File: config.mk
export PLATFORM = sky130hd
export DESIGN_NAME = pirq_top
export DESIGN_NICKNAME = d
export VERILOG_FILES = /design/src/common/pirq_pkg.sv /design/src/common/pirq_reg_if.sv /design/src/rtl/pirq_prio_store.sv /design/src/rtl/pirq_top.sv
export VERILOG_INCLUDE_DIRS = /design/src /design/src/common
export SDC_FILE = /design/constraint.sdc
export NUM_CORES = 1
export LEC_CHECK = 0
export ABC_AREA = 1
export BUFFER_PORTS_ARGS = -buffer_cell sky130_fd_sc_hd__buf_2
export CORE_UTILIZATION = 25
export DETAILED_ROUTE_END_ITERATION = 8
export GPL_ROUTABILITY_DRIVEN = 0
export RECOVER_POWER = 25
export REMOVE_ABC_BUFFERS = 1
export SYNTH_ARGS = -nofsm -noshare
export SYNTH_HDL_FRONTEND = slang
export SYNTH_SLANG_ARGS = --single-unit
File: constraint.sdc
create_clock -name CORE_CLK -period 1.43 [get_ports CORE_CLK]
set_input_delay 0.0715 -clock CORE_CLK [delete_from_list [all_inputs] [get_ports CORE_CLK]]
set_output_delay 0.0715 -clock CORE_CLK [all_outputs]
set_load 0.03 [all_outputs]
File: src/common/pirq_map.svh
// register map, field positions, reset values and bus codes of the priority select block
`ifndef PIRQ_MAP_SVH
`define PIRQ_MAP_SVH
// ************************************************************
// register offsets (byte addresses)
// ************************************************************
`define PIRQ_OFS_PRIO1        8'h00
`define PIRQ_OFS_CTRL         8'h04
`define PIRQ_OFS_EFFECT       8'h08
// ************************************************************
// field positions
// ************************************************************
`define PIRQ_BIT_TIMER_A      0
`define PIRQ_BIT_TIMER_B      1
`define PIRQ_BIT_SYNC_SERIAL  3
`define PIRQ_BIT_SERIAL_TX    4
`define PIRQ_BIT_SERIAL_RX    5
`define PIRQ_BIT_ADC          6
`define PIRQ_BIT_GLOBAL_EN    0
// ************************************************************
// masks, reset values and bus response codes
// ************************************************************
`define PIRQ_IMPL_MASK        8'h7B
`define PIRQ_PRIO1_RESET      8'h7B
`define PIRQ_CTRL_RESET       1'h0
`define PIRQ_RESP_OKAY        2'h0
`define PIRQ_RESP_SLVERR      2'h2
`endif

File: src/common/pirq_pkg.sv
// types shared by the priority select block
package pirq_pkg;
    typedef logic [7:0]  pirq_byte_t;
    typedef logic [31:0] pirq_word_t;
    typedef logic [1:0]  pirq_resp_t;
endpackage

File: src/common/pirq_reg_if.sv
// write port from the bus slave into the priority storage
`timescale 1ns/1ps
interface pirq_reg_if;
    import pirq_pkg::*;
    logic       wr_en;
    pirq_byte_t wr_data;
    pirq_byte_t value;
    modport master (output wr_en, output wr_data, input value);
    modport store  (input wr_en, input wr_data, output value);
endinterface

File: src/rtl/pirq_prio_store.sv
// storage of the six implemented priority bits
`timescale 1ns/1ps
`include "pirq_map.svh"
module pirq_prio_store (
    input  wire logic   clk,
    input  wire logic   rst,
    pirq_reg_if.store   port
);
    import pirq_pkg::*;
    typedef struct packed {
        pirq_byte_t prio;
    } pirq_store_t;
    pirq_store_t st_reg;
    pirq_store_t st_next;
    always_comb begin
        st_next = st_reg;
        if (port.wr_en) begin
            st_next.prio = port.wr_data & `PIRQ_IMPL_MASK;
        end
    end
    always_ff @(posedge clk) begin
        if (rst) begin
            st_reg.prio <= `PIRQ_PRIO1_RESET;
        end else begin
            st_reg <= st_next;
        end
    end
    assign port.value = st_reg.prio;
    // ************************************************************
    // checks
    // ************************************************************
    property p_unimpl_zero;
        @(posedge clk) disable iff (rst) (st_reg.prio[7] == 1'b0) && (st_reg.prio[2] == 1'b0);
    endproperty
    a_unimpl_zero: assert property (p_unimpl_zero) else $error("unimplemented bit set");
    property p_reset_preset;
        @(posedge clk) rst |=> st_reg.prio == `PIRQ_PRIO1_RESET;
    endproperty
    a_reset_preset: assert property (p_reset_preset) else $error("preset wrong");
endmodule // pirq_prio_store

File: src/rtl/pirq_top.sv
// priority select register with AXI4-Lite slave and effective priority outputs
// Behaviour
// - bit 6 sets ADC interrupt priority
// - bit 5 sets serial receive priority
// - bit 4 sets serial transmit priority
// - bit 3 sets sync serial priority
// - bit 1 sets timer B match priority
// - bit 0 sets timer A overflow priority
// - bits 7 and 2 read zero, ignore writes
// - priorities act only with global enable set
`timescale 1ns/1ps
`include "pirq_map.svh"
module pirq_top (
    input  wire logic               CORE_CLK,
    input  wire logic               SYS_RST,
    input  wire logic [7:0]         S_AXI_AWADDR,
    input  wire logic               S_AXI_AWVALID,
    output logic                    S_AXI_AWREADY,
    input  wire pirq_pkg::pirq_word_t S_AXI_WDATA,
    input  wire logic [3:0]         S_AXI_WSTRB,
    input  wire logic               S_AXI_WVALID,
    output logic                    S_AXI_WREADY,
    output pirq_pkg::pirq_resp_t    S_AXI_BRESP,
    output logic                    S_AXI_BVALID,
    input  wire logic               S_AXI_BREADY,
    input  wire logic [7:0]         S_AXI_ARADDR,
    input  wire logic               S_AXI_ARVALID,
    output logic                    S_AXI_ARREADY,
    output pirq_pkg::pirq_word_t    S_AXI_RDATA,
    output pirq_pkg::pirq_resp_t    S_AXI_RRESP,
    output logic                    S_AXI_RVALID,
    input  wire logic               S_AXI_RREADY,
    output logic                    ADC_IRQ_HIGH_PRIO,
    output logic                    SERIAL_RX_IRQ_HIGH_PRIO,
    output logic                    SERIAL_TX_IRQ_HIGH_PRIO,
    output logic                    SYNC_SERIAL_IRQ_HIGH_PRIO,
    output logic                    TIMER_B_MATCH_IRQ_HIGH_PRIO,
    output logic                    TIMER_A_OVERFLOW_IRQ_HIGH_PRIO,
    output logic                    GLOBAL_PRIORITY_ENABLE
);
    import pirq_pkg::*;
    typedef struct packed {
        logic       aw_held;
        logic [7:0] aw_addr;
        logic       w_held;
        pirq_word_t w_data;
        logic [3:0] w_strb;
        logic       bvalid;
        pirq_resp_t bresp;
        logic       rvalid;
        pirq_word_t rdata;
        pirq_resp_t rresp;
        logic       global_priority_enable;
        pirq_byte_t effective;
    } pirq_state_t;
    pirq_state_t s_reg;
    pirq_state_t s_next;
    pirq_reg_if  prio_if ();
    pirq_prio_store u_store (
        .clk  (CORE_CLK),
        .rst  (SYS_RST),
        .port (prio_if.store)
    );
    logic       do_write;
    logic       do_read;
    pirq_byte_t prio_now;
    assign prio_now = prio_if.value;
    assign do_write = s_reg.aw_held && s_reg.w_held && !s_reg.bvalid;
    assign do_read  = S_AXI_ARVALID && !s_reg.rvalid;
    // ************************************************************
    // write decode into priority storage
    // ************************************************************
    always_comb begin
        prio_if.wr_en   = do_write && (s_reg.aw_addr == `PIRQ_OFS_PRIO1) && s_reg.w_strb[0];
        prio_if.wr_data = s_reg.w_data[7:0];
    end
    // ************************************************************
    // bus slave and effective priorities
    // ************************************************************
    always_comb begin
        s_next = s_reg;
        if (S_AXI_AWVALID && !s_reg.aw_held) begin
            s_next.aw_held = 1'b1;
            s_next.aw_addr = S_AXI_AWADDR;
        end
        if (S_AXI_WVALID && !s_reg.w_held) begin
            s_next.w_held = 1'b1;
            s_next.w_data = S_AXI_WDATA;
            s_next.w_strb = S_AXI_WSTRB;
        end
        if (do_write) begin
            s_next.aw_held = 1'b0;
            s_next.w_held  = 1'b0;
            s_next.bvalid  = 1'b1;
            s_next.bresp   = `PIRQ_RESP_OKAY;
            unique case (s_reg.aw_addr)
                `PIRQ_OFS_PRIO1: begin
                end
                `PIRQ_OFS_CTRL: begin
                    if (s_reg.w_strb[0]) begin
                        s_next.global_priority_enable = s_reg.w_data[`PIRQ_BIT_GLOBAL_EN];
                    end
                end
                `PIRQ_OFS_EFFECT: begin
                end
                default: s_next.bresp = `PIRQ_RESP_SLVERR;
            endcase
        end
        if (s_reg.bvalid && S_AXI_BREADY) begin
            s_next.bvalid = 1'b0;
        end
        if (s_reg.rvalid && S_AXI_RREADY) begin
            s_next.rvalid = 1'b0;
        end
        if (do_read) begin
            s_next.rvalid = 1'b1;
            s_next.rresp  = `PIRQ_RESP_OKAY;
            s_next.rdata  = 32'h00000000;
            unique case (S_AXI_ARADDR)
                `PIRQ_OFS_PRIO1:  s_next.rdata[7:0] = prio_now & `PIRQ_IMPL_MASK;
                `PIRQ_OFS_CTRL:   s_next.rdata[0]   = s_reg.global_priority_enable;
                `PIRQ_OFS_EFFECT: s_next.rdata[7:0] = s_reg.effective;
                default:          s_next.rresp      = `PIRQ_RESP_SLVERR;
            endcase
        end
        // clear enable leaves every source in the default class
        s_next.effective = s_reg.global_priority_enable ? (prio_now & `PIRQ_IMPL_MASK)
                                                        : 8'h00;
    end
    always_ff @(posedge CORE_CLK) begin
        if (SYS_RST) begin
            s_reg <= '0;
            s_reg.global_priority_enable <= `PIRQ_CTRL_RESET;
        end else begin
            s_reg <= s_next;
        end
    end
    // ************************************************************
    // outputs
    // ************************************************************
    assign S_AXI_AWREADY = !s_reg.aw_held;
    assign S_AXI_WREADY  = !s_reg.w_held;
    assign S_AXI_BVALID  = s_reg.bvalid;
    assign S_AXI_BRESP   = s_reg.bresp;
    assign S_AXI_ARREADY = !s_reg.rvalid;
    assign S_AXI_RVALID  = s_reg.rvalid;
    assign S_AXI_RDATA   = s_reg.rdata;
    assign S_AXI_RRESP   = s_reg.rresp;
    assign ADC_IRQ_HIGH_PRIO              = s_reg.effective[`PIRQ_BIT_ADC];
    assign SERIAL_RX_IRQ_HIGH_PRIO        = s_reg.effective[`PIRQ_BIT_SERIAL_RX];
    assign SERIAL_TX_IRQ_HIGH_PRIO        = s_reg.effective[`PIRQ_BIT_SERIAL_TX];
    assign SYNC_SERIAL_IRQ_HIGH_PRIO      = s_reg.effective[`PIRQ_BIT_SYNC_SERIAL];
    assign TIMER_B_MATCH_IRQ_HIGH_PRIO    = s_reg.effective[`PIRQ_BIT_TIMER_B];
    assign TIMER_A_OVERFLOW_IRQ_HIGH_PRIO = s_reg.effective[`PIRQ_BIT_TIMER_A];
    assign GLOBAL_PRIORITY_ENABLE         = s_reg.global_priority_enable;
    // ************************************************************
    // checks
    // ************************************************************
    property p_adc;
        @(posedge CORE_CLK) disable iff (SYS_RST)
            !SYS_RST |=> ADC_IRQ_HIGH_PRIO ==
                ($past(prio_now[6]) && $past(s_reg.global_priority_enable));
    endproperty
    a_adc: assert property (p_adc) else $error("adc priority mismatch");
    property p_rx;
        @(posedge CORE_CLK) disable iff (SYS_RST)
            !SYS_RST |=> SERIAL_RX_IRQ_HIGH_PRIO ==
                ($past(prio_now[5]) && $past(GLOBAL_PRIORITY_ENABLE));
    endproperty
    a_rx: assert property (p_rx) else $error("rx priority mismatch");
    property p_tx;
        @(posedge CORE_CLK) disable iff (SYS_RST)
            !SYS_RST |=> SERIAL_TX_IRQ_HIGH_PRIO ==
                ($past(prio_now[4]) && $past(GLOBAL_PRIORITY_ENABLE));
    endproperty
    a_tx: assert property (p_tx) else $error("tx priority mismatch");
    property p_sync;
        @(posedge CORE_CLK) disable iff (SYS_RST)
            !SYS_RST |=> SYNC_SERIAL_IRQ_HIGH_PRIO ==
                ($past(prio_now[3]) && $past(GLOBAL_PRIORITY_ENABLE));
    endproperty
    a_sync: assert property (p_sync) else $error("sync serial priority mismatch");
    property p_tmrb;
        @(posedge CORE_CLK) disable iff (SYS_RST)
            !SYS_RST |=> TIMER_B_MATCH_IRQ_HIGH_PRIO ==
                ($past(prio_now[1]) && $past(GLOBAL_PRIORITY_ENABLE));
    endproperty
    a_tmrb: assert property (p_tmrb) else $error("timer b priority mismatch");
    property p_tmra;
        @(posedge CORE_CLK) disable iff (SYS_RST)
            !SYS_RST |=> TIMER_A_OVERFLOW_IRQ_HIGH_PRIO ==
                ($past(prio_now[0]) && $past(GLOBAL_PRIORITY_ENABLE));
    endproperty
    a_tmra: assert property (p_tmra) else $error("timer a priority mismatch");
    property p_read_zero;
        @(posedge CORE_CLK) disable iff (SYS_RST)
            do_read && S_AXI_ARADDR == `PIRQ_OFS_PRIO1
                |=> S_AXI_RDATA[7] == 1'b0 && S_AXI_RDATA[2] == 1'b0;
    endproperty
    a_read_zero: assert property (p_read_zero) else $error("unimplemented bit nonzero");
    property p_disabled;
        @(posedge CORE_CLK) disable iff (SYS_RST)
            !GLOBAL_PRIORITY_ENABLE [*2] |-> s_reg.effective == 8'h00;
    endproperty
    a_disabled: assert property (p_disabled) else $error("priority active when off");
    property p_ctrl_write;
        @(posedge CORE_CLK) disable iff (SYS_RST)
            do_write && s_reg.aw_addr == `PIRQ_OFS_CTRL && s_reg.w_strb[0]
                |=> GLOBAL_PRIORITY_ENABLE == $past(s_reg.w_data[`PIRQ_BIT_GLOBAL_EN]);
    endproperty
    a_ctrl_write: assert property (p_ctrl_write) else $error("enable write lost");
    property p_strobe_off;
        @(posedge CORE_CLK) disable iff (SYS_RST)
            do_write && !s_reg.w_strb[0] |=> $stable(prio_now);
    endproperty
    a_strobe_off: assert property (p_strobe_off) else $error("written without strobe");
    property p_write_lands;
        @(posedge CORE_CLK) disable iff (SYS_RST)
            prio_if.wr_en |=> prio_now == ($past(s_reg.w_data[7:0]) & `PIRQ_IMPL_MASK);
    endproperty
    a_write_lands: assert property (p_write_lands) else $error("priority write lost");
    c_write: cover property (@(posedge CORE_CLK) prio_if.wr_en);
    c_read:  cover property (@(posedge CORE_CLK) do_read && S_AXI_ARADDR == `PIRQ_OFS_PRIO1);
    c_en:    cover property (@(posedge CORE_CLK) $rose(GLOBAL_PRIORITY_ENABLE));
    c_err:   cover property (@(posedge CORE_CLK) S_AXI_BVALID && S_AXI_BRESP == `PIRQ_RESP_SLVERR);
    c_rerr:  cover property (@(posedge CORE_CLK) S_AXI_RVALID && S_AXI_RRESP == `PIRQ_RESP_SLVERR);
endmodule // pirq_top

==> results of run 1 <==
-- power by group through the flow --
| stage | sequential (mW) | clock, mW | combinational [mW] |
|---|---|---|---|
| floorplan | 1.26 | 0 | 0.257 |
| global placement | 1.23 | 0 | 0.396 |
| detailed placement | 1.23 | 0 | 0.401 |
| CTS | 1.20 | 0.957 | 0.413 |
| global route | 1.21 | 0.988 | 0.463 |
| finish | 1.20 | 0.916 | 0.415 |
-- final cells by class --
type | instances | area share (%)
Tap cell | 99 | 5.55
Clock inverter | 3 | 1.90
Inverter | 30 | 5.04
Timing Repair Buffer | 61 | 14.8
Clock buffer | 5 | 3.08
Sequential cell | 40 | 35.9
Multi-Input combinational cell | 162 | 33.7
-- per-layer routing --
| layer | wire, um | part of all wire (%) |
|---|---|---|
| met1 | 1690 | 46 |
| met2 | 1710 | 46 |
| met3 | 298 | 8.1 |
| met4 | 0 | 0 |
| met5 | 0 | 0 |
-- kinds of logic after synthesis --
group                  after synthesis  synth area share (%)
and+or+nand+nor                     98                  24.1
buffers and inverters               70                  21.6
DFF                                 40                  43.2
AOI/OAI and AO/OA                   36                  10.9
other                                1                 0.203
-- repair_timing --
action,in CTS,in global routing
setup endpoints to repair,0,7
hold buffers,5,0
resized for setup,0,1
setup buffers,0,4
hold endpoints to repair,5,0
-- worst reg2reg max path: stages (launching register included) --
cell     delay, ns
dfxtp_1       0.31
or2_2         0.33
nor3_4        0.27
buf_4         0.19
nand3_1       0.08
nand3_1       0.10
-- synthesized netlist by cell type --
library cell / count / area share (%)
a211oi_1: 3 / 1.2
a21oi_1: 10 / 2.7
buf_1: 1 / 0.20
buf_2: 1 / 0.27
buf_4: 36 / 15
clkbuf_1: 2 / 0.41
clkinv_1: 2 / 0.41
conb_1: 1 / 0.20
dfxtp_1: 40 / 43
inv_1: 27 / 5.5
inv_2: 1 / 0.20
nand2_1: 23 / 4.7
nand2_2: 1 / 0.34
nand2_4: 1 / 0.61
nand3_1: 27 / 7.3
nor2_1: 41 / 8.3
nor2_2: 1 / 0.34
nor3_4: 2 / 1.8
nor3b_1: 1 / 0.41
o211ai_1: 5 / 2.0
o21a_1: 1 / 0.41
o21ai_0: 17 / 4.6
or2_2: 1 / 0.34
-- worst min-delay path by stage --
| stage | from | to | slack (ns) | depth (start not counted) |
|---|---|---|---|---|
| after global routing | S_AXI_WDATA[5] | prio_if.wr_data[5] | 0.01 | 3 |
| after CTS | S_AXI_WDATA[3] | prio_if.wr_data[3] | 0.002 | 3 |
| after floorplan | SYS_RST | S_AXI_RDATA[0] | 0.14 | 1 |
| after global placement | S_AXI_BREADY | S_AXI_BVALID | 0.26 | 2 |
| final | S_AXI_WDATA[6] | prio_if.wr_data[6] | 0.01 | 3 |
| after detailed placement | S_AXI_BREADY | S_AXI_BVALID | 0.26 | 2 |
==> flow_metrics.py, run 1 <==
metrics = {
    "route": {
        "drtIter0Drc": 46,
        "wirelength_um": 3700,
        "vias": 1558,
        "final_antenna_net_count": 0,
        "drtPass1Iterations": 6,
        "avgRoutedWirePerCell_um": 9.24,
        "avgViaCountPerCell": 3.90,
        "remaining_drc_errors": 0,
    },
    "global_route": {
        "overflow": 0,
        "use_met1_pct": 10.9,
        "grt_usage_pct": 9.60,
        "met2_usage_pct": 16.7,
        "grt_pass1_vias": 1368,
        "grt_pass1_wl_um": 5790,
        "grt_util_met3_pct": 4.43,
        "grt_max_degree": 33,
        "antenna_found_initial": 0,
        "grt.busiest_layer": "met2",
    },
    "clocking": {
        "clkTransAtPathRegs_ns": 0.08,
        "cts_num_sinks": 40,
        "cts_tree": "built",
        "htree_levels": 2,
        "cts_root_buffer": "clkbuf_8",
        "clock_latency_ns": 0.29,
        "cts_buffers": 5,
        "clock_path_buffers": 2,
    },
    "power": {
        "seqPwrFrac_pct": 47.5,
        "power_frac_comb_pct": 16.4,
        "leakagePower_nw": 1.15,
        "switching_share_pct": 28.7,
        "p_switching_uw": 727,
        "intPower_mw": 1.81,
        "clkPwrFrac_pct": 36.1,
        "ir_drop_mv": 0.492,
        "power-per-cell-area_nw_per_um2": 1140,
        "power_mw": 2.54,
    },
    "setup_path": {
        "critPathTopFamily": "simple AND/OR/NAND/NOR gates",
        "setup.worst_path.start_class": "flop",
        "critPathSlowestCell": "or2_2",
        "regToRegEndpoint": "u_store.port.value[1]",
        "path_max_fanout": 5,
        "crit_start": "s_reg[85]",
        "worstSetupEndpointType": "flop",
        "cp_num_cells": 5,
        "arrival_ns": 1.57,
        "path_buf_inv": 1,
        "crit_required_ns": 1.67,
        "crit_path_end": "u_store.port.value[1]",
        "crit_type": "reg2reg",
        "reg2reg_slack_ns": 0.09,
        "rr_worst_depth": 5,
        "crit_top_cell": "nand3_1",
        "reg2reg_from": "s_reg[85]",
        "cp_cell_sequence": "or2_2 -> nor3_4 -> buf_4 -> nand3_1 -> nand3_1",
        "cpPeakStageDelay_ns": 0.33,
    },
    "yosys": {
        "ys_seq_elements": 40,
        "yosysWarnings": 0,
        "syn_avg_cell_area_um2": 7.56,
        "synth_cell_types": 23,
        "syn_area_um2": 1850,
        "syn-instance-count": 245,
        "synth-seq-area-share_pct": 43.2,
    },
    "sta": {
        "min_period_ns": 1.34,
        "setup_ws_ns": 0.0937,
        "fin_hold_ws_ns": 0.00981,
        "setup_violations": 0,
        "final_hold_viol_count": 0,
        "slew_viol_final": 0,
        "finalSetupTns_ns": 0,
        "period_share_pct": 93.4,
        "skew_ns": 0.00489,
        "fmax_mhz": 748,
    },
    "layout": {
        "layout_common_cells": "nor2_1 (41), dfxtp_1 (39), buf_2 (35)",
        "ff_latch_area_um2": 802,
        "design_area_um2": 2230,
        "layout_commonest_cell": "nor2_1",
        "largest_register_ffs": 11,
        "drive_above_1_share_pct": 19.3,
        "diodes": 0,
        "nets": 359,
        "layoutNonFillerInstCount": 400,
        "multiInputGateArea_um2": 753,
        "fillers": 813,
        "utilization_pct": 31.0,
        "areaGrowthSynthToFinish_pct": 20.6,
    },
    "hold_path": {
        "hp-class": "in2reg",
    },
    "run_status": {
        "status": "finished clean",
    },
    "place": {
        "dpl_cell_area_um2": 2060,
        "dp_cells": 383,
        "hpwl_um": 2750,
        "portBuffers": 49,
        "place_ws_ns": 0.0891,
    },
    "floorplanning": {
        "pin_count": 107,
        "die_y_um": 88.1,
        "die-area_um2": 7760,
        "coreArea_um2": 7210,
        "start_util_pct": 25.7,
        "fp-row-count": 31,
        "die_w_um": 88.1,
    },
    "run": {
        "cap_violations": 0,
    },
}
Power figures use the tool's default switching activity.
==> run 2: changes to the inputs <==
==> constraint.sdc (replaced) <==
create_clock -name CORE_CLK -period 1.45 [get_ports CORE_CLK]
set_input_delay 0.0725 -clock CORE_CLK [delete_from_list [all_inputs] [get_ports CORE_CLK]]
set_output_delay 0.0725 -clock CORE_CLK [all_outputs]
set_load 0.03 [all_outputs]
==> flow_metrics.py, run 2 (synthesized netlist as in run 1, its figures left out) <==
metrics = {
    "floorplanning": {
        "die_y_um": 88.1,
        "start_util_pct": 25.7,
        "coreArea_um2": 7210,
        "die_w_um": 88.1,
        "die-area_um2": 7760,
        "pin_count": 107,
        "fp-row-count": 31,
    },
    "setup_path": {
        "setup.worst_path.start_class": "flop",
        "path_max_fanout": 8,
        "regToRegEndpoint": "u_store.port.value[6]",
        "arrival_ns": 1.57,
        "crit_type": "reg2reg",
        "worstSetupEndpointType": "flop",
        "crit_required_ns": 1.69,
        "rr_worst_depth": 7,
        "reg2reg_slack_ns": 0.12,
        "reg2reg_from": "s_reg[83]",
    },
    "layout": {
        "diodes": 0,
        "ff_latch_area_um2": 802,
        "multiInputGateArea_um2": 753,
        "layout_commonest_cell": "nor2_1",
        "drive_above_1_share_pct": 19.1,
        "areaGrowthSynthToFinish_pct": 19.7,
        "fillers": 811,
        "largest_register_ffs": 11,
        "layout_common_cells": "nor2_1 (41), dfxtp_1 (39), buf_2 (35)",
        "design_area_um2": 2220,
        "nets": 357,
    },
    "hold_path": {
        "holdPathEnd": "s_reg[89]",
        "hold_depth": 3,
        "hp-class": "in2reg",
        "worstHoldStart": "S_AXI_AWADDR[5]",
    },
    "place": {
        "dpl_cell_area_um2": 2060,
        "portBuffers": 49,
        "place_ws_ns": 0.109,
        "hpwl_um": 2750,
    },
    "clocking": {
        "clock_path_buffers": 2,
        "cts_root_buffer": "clkbuf_8",
        "cts_buffers": 5,
        "clock_latency_ns": 0.29,
        "htree_levels": 2,
        "cts_num_sinks": 40,
        "cts_tree": "built",
        "clkTransAtPathRegs_ns": 0.08,
    },
    "route": {
        "avgRoutedWirePerCell_um": 9.13,
        "remaining_drc_errors": 0,
        "drtPass1Iterations": 6,
        "wirelength_um": 3640,
        "final_antenna_net_count": 0,
        "drtIter0Drc": 49,
        "vias": 1540,
        "avgViaCountPerCell": 3.87,
    },
    "sta": {
        "setup_violations": 0,
        "skew_ns": 0.00495,
        "final_hold_viol_count": 0,
        "fin_hold_ws_ns": 0.00580,
        "slew_viol_final": 0,
        "fmax_mhz": 751,
        "period_share_pct": 91.8,
        "setup_ws_ns": 0.119,
        "min_period_ns": 1.33,
        "finalSetupTns_ns": 0,
    },
    "power": {
        "power_mw": 2.49,
        "ir_drop_mv": 0.482,
        "power-per-cell-area_nw_per_um2": 1120,
        "leakagePower_nw": 1.14,
    },
    "run_status": {
        "status": "finished clean",
    },
    "global_route": {
        "grt_pass1_vias": 1366,
        "antenna_found_initial": 0,
        "grt_max_degree": 33,
        "overflow": 0,
        "grt_pass1_wl_um": 5780,
        "grt_usage_pct": 9.58,
    },
    "run": {
        "cap_violations": 0,
    },
}
[run 2: cell types whose count changed in the layout (fill, tap and decap cells not counted), sizes merged]
cell | before | now
buf | 42 | 41
dlygate4sd3 | 5 | 4
[run 2: worst max path at each step]
stage | start | to | slack, ns
after floorplan | S_AXI_RVALID | S_AXI_RDATA[1] | 0.09
after global placement | s_reg[85] | u_store.port.value[0] | 0.15
after detailed placement | s_reg[83] | u_store.port.value[3] | 0.11
after CTS | s_reg[83] | u_store.port.value[3] | 0.1
after global routing | s_reg[83] | u_store.port.value[0] | -0.002
final | s_reg[83] | u_store.port.value[6] | 0.12
[run 2: worst max-delay path, cell delays in order, from the launching register on]
cell	delay, ns
dfxtp_2	0.34
inv_2	0.04
nor2_2	0.09
nand2_2	0.09
nor3_4	0.38
buf_4	0.18
nand3_1	0.06
nand3_1	0.09
[run 2: routing by layer]
metal  up-vias  share of wire [%]  GRT usage [%]
met4         0                  0           1.76
met2        59                 46           16.6
met5         -                  0              0
li1        819                  -              -
met3         0                8.5           4.43
met1       662                 46           10.9
[run 2: power by group]
part           total, mW  switching, mW  internal, mW
Sequential          1.19         0.0318          1.16
Combinational      0.399          0.288         0.111
Clock              0.899          0.390         0.509
[run 2: timing repair]
item / in CTS / in global routing
hold buffers: 4 / 0
endpoints found under the setup margin: 0 / 7
gates resized for setup: 0 / 1
setup buffers: 0 / 3
endpoints found under the hold margin: 4 / 0
[run 2: final cells by class]
| cell class | instances | share of cell area, % |
|---|---|---|
| multi-input cells | 162 | 34.0 |
| clock inverters | 3 | 1.92 |
| inverters | 30 | 5.08 |
| well taps | 99 | 5.59 |
| flip-flops and latches | 40 | 36.2 |
| clock buffers | 5 | 3.11 |
| repair buffers | 59 | 14.1 |
[run 2: metrics by stage]
step	std cells	utilization, %
6_report	398	30.7
5_1_grt	398	30.7
4_1_cts	395	30.6
3_5_place_dp	383	28.5
3_3_place_gp	383	28.5
2_1_floorplan	232	-
